--- config.mk ---
export PLATFORM = sky130hd
export DESIGN_NAME = extended_monitor_config
export DESIGN_NICKNAME = d
export VERILOG_FILES = /design/src/verilog/monitor_cfg_pkg.sv /design/src/verilog/extended_monitor_config.sv /design/src/verilog/serial_shift_in.sv
export SDC_FILE = /design/constraint.sdc
export NUM_CORES = 1
export LEC_CHECK = 0
export BUFFER_PORTS_ARGS = -buffer_cell sky130_fd_sc_hd__buf_2
export CAP_MARGIN = 10
export CORE_MARGIN = 1
export CORE_UTILIZATION = 48
export DETAILED_ROUTE_END_ITERATION = 12
export PLACE_DENSITY = 0.84
export SLEW_MARGIN = 20
export SYNTH_ARGS = -nofsm -noshare
export SYNTH_HDL_FRONTEND = slang
export SYNTH_SLANG_ARGS = --single-unit
export TNS_END_PERCENT = 30
--- constraint.sdc ---
create_clock -name clk -period 1.5 [get_ports clk]
set_clock_uncertainty 0.1 [all_clocks]
set_input_delay 0.3 -clock clk [delete_from_list [all_inputs] [get_ports clk]]
set_output_delay 0.3 -clock clk [all_outputs]
set_load 0.01 [all_outputs]
--- src/verilog/monitor_cfg_pkg.sv ---
package monitor_cfg_pkg;

    localparam int unsigned WORD_BITS = 16;
    localparam logic [15:0] CFG_RESET = 16'h0000;

    // Field positions of the monitoring register.
    localparam int unsigned TEST_SEL_HI = 15;
    localparam int unsigned TEST_SEL_LO = 13;
    localparam int unsigned WARM_ROUTE_BIT = 12;
    localparam int unsigned WARM_THRESH_BIT = 11;
    localparam int unsigned NO_RESET_HI = 10;
    localparam int unsigned NO_RESET_LO = 8;
    localparam int unsigned IGNORE_HI = 7;
    localparam int unsigned IGNORE_LO = 4;
    localparam int unsigned SEL_HI = 3;
    localparam int unsigned SEL_LO = 0;

    // Signal selector codes.
    localparam logic [3:0] SEL_FAULT_A = 4'h0;
    localparam logic [3:0] SEL_FAULT_B = 4'h1;
    localparam logic [3:0] SEL_FAULT_C = 4'h2;
    localparam logic [3:0] SEL_OVERCUR = 4'h3;
    localparam logic [3:0] SEL_OVERVOLT = 4'h4;
    localparam logic [3:0] SEL_UNDERVOLT = 4'h5;
    localparam logic [3:0] SEL_MOTOR_OC = 4'h6;
    localparam logic [3:0] SEL_THERMAL = 4'h7;
    localparam logic [3:0] SEL_REV0 = 4'h8;
    localparam logic [3:0] SEL_REV1 = 4'h9;
    localparam logic [3:0] SEL_REV2 = 4'hA;
    localparam logic [3:0] SEL_MAKER0 = 4'hB;
    localparam logic [3:0] SEL_MAKER1 = 4'hC;
    localparam logic [3:0] SEL_OSC = 4'hD;

    // Arbitrary identity values, not those of any real part.
    localparam logic [2:0] REVISION_ID = 3'h0;
    localparam logic [1:0] MAKER_ID = 2'h0;

    typedef enum logic [2:0] {
        TEST_NORMAL = 3'h0,
        TEST_TRIP_CTRL1 = 3'h1,
        TEST_TRIP_CTRL2 = 3'h2,
        TEST_OSC_MON = 3'h3
    } test_mode_t;

    typedef struct packed {
        logic [2:0] test_select_field;
        logic warm_output_route;
        logic warm_threshold;
        logic [2:0] no_fault_reset;
        logic ignore_thermal_trip;
        logic ignore_motor_overcurrent;
        logic ignore_regulator_supervisor;
        logic ignore_regulator_overcurrent;
        logic [3:0] monitor_signal_selector;
    } monitor_cfg_t;

    // Per-channel regulator fault flags, index 0 is channel A.
    typedef struct packed {
        logic [2:0] overcurrent;
        logic [2:0] overvoltage;
        logic [2:0] undervoltage;
    } reg_faults_t;

endpackage

--- src/verilog/extended_monitor_config.sv ---
`timescale 1ns/1ns
// How it works
// - Host writes this register on the first port while sleep is low, data high.
// - Data low at strobe rise sends the word to setup; this register stays.
// - Bits 15:13 choose normal, trip control one, trip control two, oscillator monitor.
// - Bit 12 clear shows warm warning on monitor pin; set routes temperature sense.
// - Bits 3:0 select the internal signal driven on the monitor pin.
// - Bits 10:8 block fault reset per regulator; bits 7:4 ignore shutdown sources.
// - Strobe starts low, sixteen or more clocks, data sampled on falling clock.
// - Selector codes 0 to 5 give ORed regulator fault groups.
// - A blocked channel still shuts down but does not pull fault reset.
module extended_monitor_config (
    // Clock and reset.
    input wire logic clk,
    input wire logic reset_n,
    input wire logic clk_en,
    // Serial port and sleep pin.
    input wire logic sleep_config_pin,
    input wire logic first_port_clock_line,
    input wire logic first_port_strobe_line,
    input wire logic first_port_data_line,
    // Internal status sources.
    input wire monitor_cfg_pkg::reg_faults_t reg_faults,
    input wire logic motor_overcurrent,
    input wire logic thermal_trip,
    input wire logic warm_warning,
    input wire logic osc_clock,
    // Setup register handoff.
    output logic [15:0] setup_word,
    output logic setup_write,
    // Configuration and protection outputs.
    output monitor_cfg_pkg::monitor_cfg_t cfg,
    output monitor_cfg_pkg::test_mode_t test_mode,
    output logic osc_monitor_en,
    output logic temperature_sense_signal_en,
    output logic [2:0] regulator_shutdown,
    output logic motor_shutdown,
    output logic thermal_shutdown,
    output logic fault_reset_output_n,
    output logic monitor_out
);
    // Three flops per pin; edges use only the second and third stages.
    logic [2:0] sclk_s_q;
    logic [2:0] strb_s_q;
    logic [2:0] data_s_q;
    logic [2:0] sleep_s_q;
    logic [2:0] osc_s_q;

    always_ff @(posedge clk or negedge reset_n) begin
        if (!reset_n) begin
            sclk_s_q <= 3'h0;
            strb_s_q <= 3'h0;
            data_s_q <= 3'h0;
            sleep_s_q <= 3'h7;
            osc_s_q <= 3'h0;
        end else if (clk_en) begin
            sclk_s_q <= {sclk_s_q[1:0], first_port_clock_line};
            strb_s_q <= {strb_s_q[1:0], first_port_strobe_line};
            data_s_q <= {data_s_q[1:0], first_port_data_line};
            sleep_s_q <= {sleep_s_q[1:0], sleep_config_pin};
            osc_s_q <= {osc_s_q[1:0], osc_clock};
        end
    end

    logic sclk_fall;
    logic strobe_rise;
    logic port_open;
    assign sclk_fall = sclk_s_q[2] & ~sclk_s_q[1];
    assign strobe_rise = ~strb_s_q[2] & strb_s_q[1];
    assign port_open = ~sleep_s_q[1] & ~sleep_s_q[2];

    logic [15:0] shift_word;
    logic word_valid;
    logic word_to_monitor;

    serial_shift_in #(
        .WIDTH(monitor_cfg_pkg::WORD_BITS)
    ) u_shift (
        .clk(clk),
        .reset_n(reset_n),
        .clk_en(clk_en),
        .sclk_fall(sclk_fall),
        .strobe_rise(strobe_rise),
        .data_bit(data_s_q[1]),
        .word_q(shift_word),
        .word_valid(word_valid),
        .word_to_monitor(word_to_monitor)
    );

    // Word register and setup handoff.
    logic [15:0] cfg_q;
    logic [15:0] cfg_d;
    logic [15:0] setup_q;
    logic [15:0] setup_d;
    logic setup_wr_d;
    logic setup_wr_q;

    always_comb begin
        cfg_d = cfg_q;
        setup_d = setup_q;
        setup_wr_d = 1'b0;
        if (word_valid && port_open) begin
            if (word_to_monitor) begin
                cfg_d = shift_word;
            end else begin
                setup_d = shift_word;
                setup_wr_d = 1'b1;
            end
        end
    end

    always_ff @(posedge clk or negedge reset_n) begin
        if (!reset_n) begin
            cfg_q <= monitor_cfg_pkg::CFG_RESET;
            setup_q <= 16'h0000;
            setup_wr_q <= 1'b0;
        end else if (clk_en) begin
            cfg_q <= cfg_d;
            setup_q <= setup_d;
            setup_wr_q <= setup_wr_d;
        end
    end

    assign cfg = monitor_cfg_pkg::monitor_cfg_t'(cfg_q);
    assign setup_word = setup_q;
    assign setup_write = setup_wr_q;

    // Test mode decode; unlisted codes fall back to normal for safety.
    always_comb begin
        case (cfg.test_select_field)
            3'h1: test_mode = monitor_cfg_pkg::TEST_TRIP_CTRL1;
            3'h2: test_mode = monitor_cfg_pkg::TEST_TRIP_CTRL2;
            3'h3: test_mode = monitor_cfg_pkg::TEST_OSC_MON;
            default: test_mode = monitor_cfg_pkg::TEST_NORMAL;
        endcase
    end
    assign osc_monitor_en = (test_mode == monitor_cfg_pkg::TEST_OSC_MON);
    assign temperature_sense_signal_en = cfg.warm_output_route;

    // Protection paths. Ignoring a source can damage the part if held long.
    logic [2:0] chan_fault;
    logic [2:0] reg_oc_eff;
    logic [2:0] reg_sup_eff;
    logic [2:0] reset_cause;
    logic any_reset_d;
    logic any_reset_q;
    logic [2:0] shut_q;
    logic motor_shut_q;
    logic thermal_shut_q;

    always_comb begin
        reg_oc_eff = reg_faults.overcurrent & {3{~cfg.ignore_regulator_overcurrent}};
        reg_sup_eff = (reg_faults.overvoltage | reg_faults.undervoltage)
            & {3{~cfg.ignore_regulator_supervisor}};
        chan_fault = reg_oc_eff | reg_sup_eff;
        // Bit 10 serves channel A, bit 8 channel C.
        reset_cause = chan_fault & ~{cfg.no_fault_reset[0], cfg.no_fault_reset[1],
            cfg.no_fault_reset[2]};
        any_reset_d = |reset_cause
            | (thermal_trip & ~cfg.ignore_thermal_trip)
            | (motor_overcurrent & ~cfg.ignore_motor_overcurrent);
    end

    always_ff @(posedge clk or negedge reset_n) begin
        if (!reset_n) begin
            shut_q <= 3'h0;
            motor_shut_q <= 1'b0;
            thermal_shut_q <= 1'b0;
            any_reset_q <= 1'b0;
        end else if (clk_en) begin
            shut_q <= chan_fault;
            motor_shut_q <= motor_overcurrent & ~cfg.ignore_motor_overcurrent;
            thermal_shut_q <= thermal_trip & ~cfg.ignore_thermal_trip;
            any_reset_q <= any_reset_d;
        end
    end

    assign regulator_shutdown = shut_q;
    assign motor_shutdown = motor_shut_q;
    assign thermal_shutdown = thermal_shut_q;
    assign fault_reset_output_n = ~any_reset_q;

    // Monitor pin selection, registered.
    logic mon_d;
    logic mon_q;

    always_comb begin
        case (cfg.monitor_signal_selector)
            monitor_cfg_pkg::SEL_FAULT_A: mon_d = reg_faults.overcurrent[0]
                | reg_faults.overvoltage[0] | reg_faults.undervoltage[0];
            monitor_cfg_pkg::SEL_FAULT_B: mon_d = reg_faults.overcurrent[1]
                | reg_faults.overvoltage[1] | reg_faults.undervoltage[1];
            monitor_cfg_pkg::SEL_FAULT_C: mon_d = reg_faults.overcurrent[2]
                | reg_faults.overvoltage[2] | reg_faults.undervoltage[2];
            monitor_cfg_pkg::SEL_OVERCUR: mon_d = |reg_faults.overcurrent;
            monitor_cfg_pkg::SEL_OVERVOLT: mon_d = |reg_faults.overvoltage;
            monitor_cfg_pkg::SEL_UNDERVOLT: mon_d = |reg_faults.undervoltage;
            monitor_cfg_pkg::SEL_MOTOR_OC: mon_d = motor_overcurrent;
            // The warm warning is ORed with the trip flag here unless routed to analog.
            monitor_cfg_pkg::SEL_THERMAL: mon_d = cfg.warm_output_route
                ? thermal_trip : (thermal_trip | warm_warning);
            monitor_cfg_pkg::SEL_REV0: mon_d = monitor_cfg_pkg::REVISION_ID[0];
            monitor_cfg_pkg::SEL_REV1: mon_d = monitor_cfg_pkg::REVISION_ID[1];
            monitor_cfg_pkg::SEL_REV2: mon_d = monitor_cfg_pkg::REVISION_ID[2];
            monitor_cfg_pkg::SEL_MAKER0: mon_d = monitor_cfg_pkg::MAKER_ID[0];
            monitor_cfg_pkg::SEL_MAKER1: mon_d = monitor_cfg_pkg::MAKER_ID[1];
            monitor_cfg_pkg::SEL_OSC: mon_d = osc_s_q[2];
            default: mon_d = 1'b1;
        endcase
    end

    always_ff @(posedge clk or negedge reset_n) begin
        if (!reset_n) begin
            mon_q <= 1'b0;
        end else if (clk_en) begin
            mon_q <= mon_d;
        end
    end

    assign monitor_out = mon_q;
endmodule

--- src/verilog/serial_shift_in.sv ---
`timescale 1ns/1ns
module serial_shift_in #(
    parameter int unsigned WIDTH = 16
) (
    // Clock and reset.
    input wire logic clk,
    input wire logic reset_n,
    input wire logic clk_en,
    // Synchronised port lines.
    input wire logic sclk_fall,
    input wire logic strobe_rise,
    input wire logic data_bit,
    // Captured word.
    output logic [WIDTH-1:0] word_q,
    output logic word_valid,
    output logic word_to_monitor
);
    logic [WIDTH-1:0] shift_q;
    logic [WIDTH-1:0] shift_d;

    always_comb begin
        shift_d = shift_q;
        if (sclk_fall) begin
            shift_d = {shift_q[WIDTH-2:0], data_bit};
        end
    end

    always_ff @(posedge clk or negedge reset_n) begin
        if (!reset_n) begin
            shift_q <= '0;
        end else if (clk_en) begin
            shift_q <= shift_d;
        end
    end

    assign word_q = shift_q;
    assign word_valid = strobe_rise;
    // The data line level at the strobe edge picks the destination.
    assign word_to_monitor = data_bit;
endmodule
### Word level (Yosys, flattened, before mapping)

Index checks and enable logic that the tools add are counted.

| storage, ports and cells | value |
|---|---|
| register bits after elaboration | 70 |
| bits in latches | 0 |
| RAM bits | 0 |
| memory bits (read-only) | 0 |
| output and inout port bits | 45 |
| logic and storage cells | 76 |
| memories | 0 |

| operators by class | value |
|---|---|
| add/sub/neg operators | 0 |
| $mul | 0 |
| divide/modulo/power cells | 0 |
| order comparisons | 0 |
| eq/ne operators | 17 |
| shifts and indexed selects | 0 |
| mux-type cells | 5 |
| bitwise operators | 30 |
| reduce and logical (&&, ||, !) cells | 10 |

Operators by type and width:

| cell | count |
|---|---|
| 4-bit == test, second input constant | 6 |
| 4-bit by 3-bit == test with 1-bit output, second input constant | 4 |
| 3-bit OR reduction | 4 |
| 1-bit inverter | 10 |
| 1-bit one-hot mux with 10 select lines | 1 |
| 3-bit AND | 3 |
| 3-bit by 2-bit == test with 1-bit output, second input constant | 3 |
| 1-bit bitwise OR | 9 |
| 4-bit by 2-bit == test with 1-bit output, second input constant | 2 |
| 3-bit bitwise OR | 2 |
| 2-bit one-hot mux with 3 select lines | 1 |
| 3-bit AND reduction | 2 |
| 1-bit AND | 5 |
| 5-bit OR reduction | 1 |
| 4-bit by 1-bit == test with 1-bit output, second input constant | 1 |
| 4-bit logical NOT | 1 |
| 3-bit by 1-bit == test with 1-bit output, second input constant | 1 |
| 1-bit 2-to-1 mux | 3 |
| 3-bit inverter | 1 |
| 2-bit AND reduction | 1 |
| 1-bit logical AND | 1 |

### Depth between registers and ports, before layout

| depth | value |
|---|---|
| depth after elaboration | 7 |
| mapped depth | 7 |
| gate-level depth less buffers | 4 |

### By module

From an unflattened synthesis, not the netlist that was laid out.

| unflattened totals | value |
|---|---|
| cell total of the unflattened synthesis | 200 |
| area, all modules | 2,971.6 um^2 |

By module, submodules not included:

| module | instances | cells an instance | area an instance (um^2) | seq. area each (um^2) |
|---|---|---|---|---|
| extended_monitor_config | 1 | 164 | 2,307.2 | 1,355.0 |
| serial_shift_in | 1 | 36 | 664.4 | 400.4 |

### Least setup slack after synthesis

No wires, ideal clock.

| timing path | value |
|---|---|
| path kind | register -> register |
| from | register strb_s_q[2] |
| to | register setup_q[10], in the netlist setup_word[10] |
| arrival time | 1,400 ps |
| required time | 1,275 ps |
| setup slack | -124 ps |
| cell stages (with the launch flop) | 6 |
| path buffers | 2 |
| period minus slack after synthesis | 1,624 ps |
| path through | dfrtp_1 -> nor4_4 -> and2b_1 -> buf_6 -> buf_12 -> mux2_2 |

| between the ends | value |
|---|---|
| cells in the longest elaborated chain, start to end | 4 |

RTL lines:

| what | line | source |
|---|---|---|
| from (decl) | extended_monitor_config.sv:44 | `logic [2:0] strb_s_q;` |
| from (signal assigned) | extended_monitor_config.sv:58 | `strb_s_q <= {strb_s_q[1:0], first_port_strobe_line};` |
| 1-bit inverter | extended_monitor_config.sv:69 | `assign strobe_rise = ~strb_s_q[2] & strb_s_q[1];` |
| 1-bit AND | extended_monitor_config.sv:69 |  |
| 1-bit logical AND | extended_monitor_config.sv:102 | `if (word_valid && port_open) begin` |
| 3-bit AND reduction (no source line) | n/a |  |
| to (signal assigned) | extended_monitor_config.sv:119 | `setup_q <= setup_d;` |
| to (decl) | extended_monitor_config.sv:93 | `logic [15:0] setup_q;` |

No other way between the ends.
A chain may end at the register's enable or synchronous reset.

### Worst setup path in the final report

| timing path | value |
|---|---|
| from | register strb_s_q[2] |
| to | register setup_q[2], in the netlist setup_word[2] |

Same word-level chain as after synthesis.

==> impl_metrics.tcl <==
set metrics [dict create \
    clk_latency_ns 0.34 \
    fillers 387 \
    r2r_start "strb_s_q[2]" \
    synthMuxAreaShare_pct 24.5 \
    cp.depth 4 \
    maxCapViolCount 0 \
    start_kind "register" \
    grt.overflow.total 0 \
    die_area_um2 6340 \
    multi_input_area_um2 1040 \
    post-route-period-util_pct 110 \
    die_y_um 79.7 \
    syn_avg_cell_area_um2 14.6 \
    power_mw 5.42 \
    hpwl_um 4000 \
    outcome "finished, violations left" \
    globalplace.congestion 0.814 \
    num_antenna_cells 0 \
    cts_sinks 70 \
    slew_viol_final 0 \
    placedCellCount 334 \
    die_w_um 79.7 \
    critPathMaxStageDelay_ns 0.41 \
    cellPowerDensity_nw_per_um2 1490 \
    max_freq_mhz 603 \
    syn_inst 198 \
    numCtsBuffers 9 \
    cts_tree "yes" \
    finalWorstSetupSlack_ns -0.157 \
    critical_path.max_fanout 17 \
    synthSimpleGateAreaFrac_pct 7.00 \
    worstPathCellList "nor4_4 > and2b_1 > buf_12 > mux2_2" \
    finish.cell_count_without_fillers 352 \
    synth-compound-area-share_pct 4.15 \
    finalCriticalPeriod_ns 1.66 \
    synth_nets 218 \
    reg2reg_depth 4 \
    area_delta_synth_final_pct 25.5 \
    ios 65 \
    clk_pin_slew_ns 0.08 \
    rrSetupSlack_ns -0.16 \
    irDropWorstVdd_v 0.000722 \
    yosys.area_share.xor_xnor_pct 0 \
    slowest_stage "dfrtp_1" \
    hold_path_class "in -> reg" \
    finalHoldViolCount 0 \
    ys.flop_type "dfrtp_1" \
    rows 27 \
    place_area_um2 3360 \
    violations "negative setup slack" \
    synthArstFlopShare_pct 100 \
    cts_root_buffer "clkbuf_8" \
    min_path_cells 2 \
    synth_area_um2 2890 \
    ctsHtreeMaxLevel 3 \
    grt_usage_pct 20.2 \
    min_to "osc_s_q[0]" \
    synth_edf_count 0 \
    hp-start "osc_clock" \
    firstDrtPassIters 4 \
    fin_nets 295 \
    ant_nets 0 \
    cp.buffers_inverters 1 \
    yosys.area_share.adder_pct 0 \
    yosys_register_bits 70 \
    p_leak_nw 1.88 \
    cts_max_path_buffers 2 \
    design_area_um2 3630 \
    synth_top_family_by_area "multiplexers" \
    arrival_ns 1.78 \
    portBuffers 63 \
    critPathKind "reg -> reg" \
    drive_above_1_share_pct 57.9 \
    cp.required_ns 1.62 \
    viasPerCell 5.31 \
    crit_family "simple AND/OR/NAND/NOR gates" \
    core_um2 5640 \
    first_global_vias 1883 \
    seqCellArea_um2 1760 \
    drtIter0Drc 123 \
    rsz0062_at_grt "true" \
    grt_first_pass_wirelength_um 9290 \
    drc 0 \
    initial_core_util_pct 51.3 \
    grt_max_degree 71 \
    r2r_end "setup_word[2]" \
    end_kind "register" \
    vias 1869 \
    yosys_warnings 0 \
    wl_um 5720 \
    finalSetupViolations 33 \
    seq_area_frac_synth_pct 60.7 \
    post_drt_wl_per_cell_um 16.3 \
    antenna_found_initial 0 \
    synth.distinct_cells 34 \
]
[layout by cell type (no fill, tap or decap), types with 2 or more instances in the layout]
cell       instances
dfrtp_1           66
buf_2             63
mux2_2            62
nor2_1            11
clkbuf_8          10
buf_4              7
a21oi_1            6
nor2b_1            5
buf_12             5
inv_1              4
a2bb2oi_1          4
bufinv_16          3
dfstp_2            3
nand2_4            2
o21ai_0            2
nor3_1             2
nor4_1             2
nand3b_1           2
clkinv_2           2
[worst register-to-register path, delay by kind of cell, from the launching register on]
kind                   cells  cell delay (ns)
buffers and inverters      1             0.17
DFF                        1             0.41
muxes                      1             0.34
and+or+nand+nor            2             0.52
[registers in the layout (all words and copies together) (netlist names)]
name / count
cfg: 16
setup_word: 16
u_shift.word_q: 16
osc_s_q: 3
regulator_shutdown: 3
sclk_s_q: 3
sleep_s_q: 3
strb_s_q: 3
data_s_q: 2
any_reset_q: 1
monitor_out: 1
motor_shutdown: 1
setup_write: 1
thermal_shutdown: 1
[kinds of logic (layout without fill, tap and decap cells)]
| group | count (synthesis) | after routing |
|---|---|---|
| other | 1 | 1 |
| muxes | 63 | 63 |
| and+or+nand+nor | 32 | 32 |
| AOI/OAI and AO/OA | 18 | 18 |
| buffers and inverters | 14 | 96 |
| DFF | 70 | 70 |
[final cells by class]
class | count | area share (%)
clock buffer | 10 | 3.79
clock inverter | 6 | 3.00
inverter | 4 | 0.414
multi-input combinational | 114 | 28.8
sequential | 70 | 48.4
tap | 72 | 2.48
timing repair buffer | 76 | 13.2
[how the worst max path moves through the flow]
stage                 from              to  slack (ns)
5_1_grt        strb_s_q[2]   setup_word[0]       -0.21
6_report       strb_s_q[2]   setup_word[2]       -0.16
3_3_place_gp   strb_s_q[2]   setup_word[8]       -0.10
2_1_floorplan  strb_s_q[2]  setup_word[10]       -0.12
4_1_cts        strb_s_q[2]   setup_word[8]       -0.17
3_5_place_dp   strb_s_q[2]   setup_word[8]       -0.18
[layer usage]
layer	vias to the layer above	track usage [%]	share of wire (%)
met5	-	0	0
met4	0	11.3	2.4
met3	13	5.03	4.2
met2	47	32.6	51
met1	947	24.9	42
li1	862	-	-
[synthesized netlist by cell type (2+ instances only)]
cell       instances  area share (%)
a21oi_1            6             1.0
a2bb2oi_1          4             1.2
buf_2              3            0.52
buf_4              2            0.52
buf_6              3             1.2
dfrtp_1           67              58
dfstp_2            3             2.7
inv_1              4            0.52
mux2_2            63              25
nand3b_1           2            0.52
nor2_1            11             1.4
nor2b_1            5             1.1
nor3_1             2            0.35
nor4_1             2            0.43
o21ai_0            2            0.35
[where the power goes]
part	switching [mW]	internal [mW]	total, mW
sequential	0.296	2.24	2.54
clock	0.702	1.15	1.85
combinational	0.467	0.568	1.04
[what timing repair did]
item                                    4_1_cts  5_1_grt
gates resized for setup                       0        3
endpoints found under the setup margin       33       34
endpoints found under the hold margin        67        0
pin swaps                                     1        0
buffers inserted                              0        1
hold buffers                                  1        0
[per-stage QoR]
step	hold slack, ns	TNS, ns	setup WS [ns]	utilization, %
5_1_grt	0.0900	-5.39	-0.208	64.4
3_3_place_gp	0.243	-1.62	-0.102	59.5
4_1_cts	0.0831	-3.05	-0.168	64.0
2_1_floorplan	-0.0956	-1.20	-0.124	-
6_report	0.0915	-3.83	-0.157	64.4
3_5_place_dp	0.250	-3.05	-0.177	59.5
(Power assumes the default switching activity.)
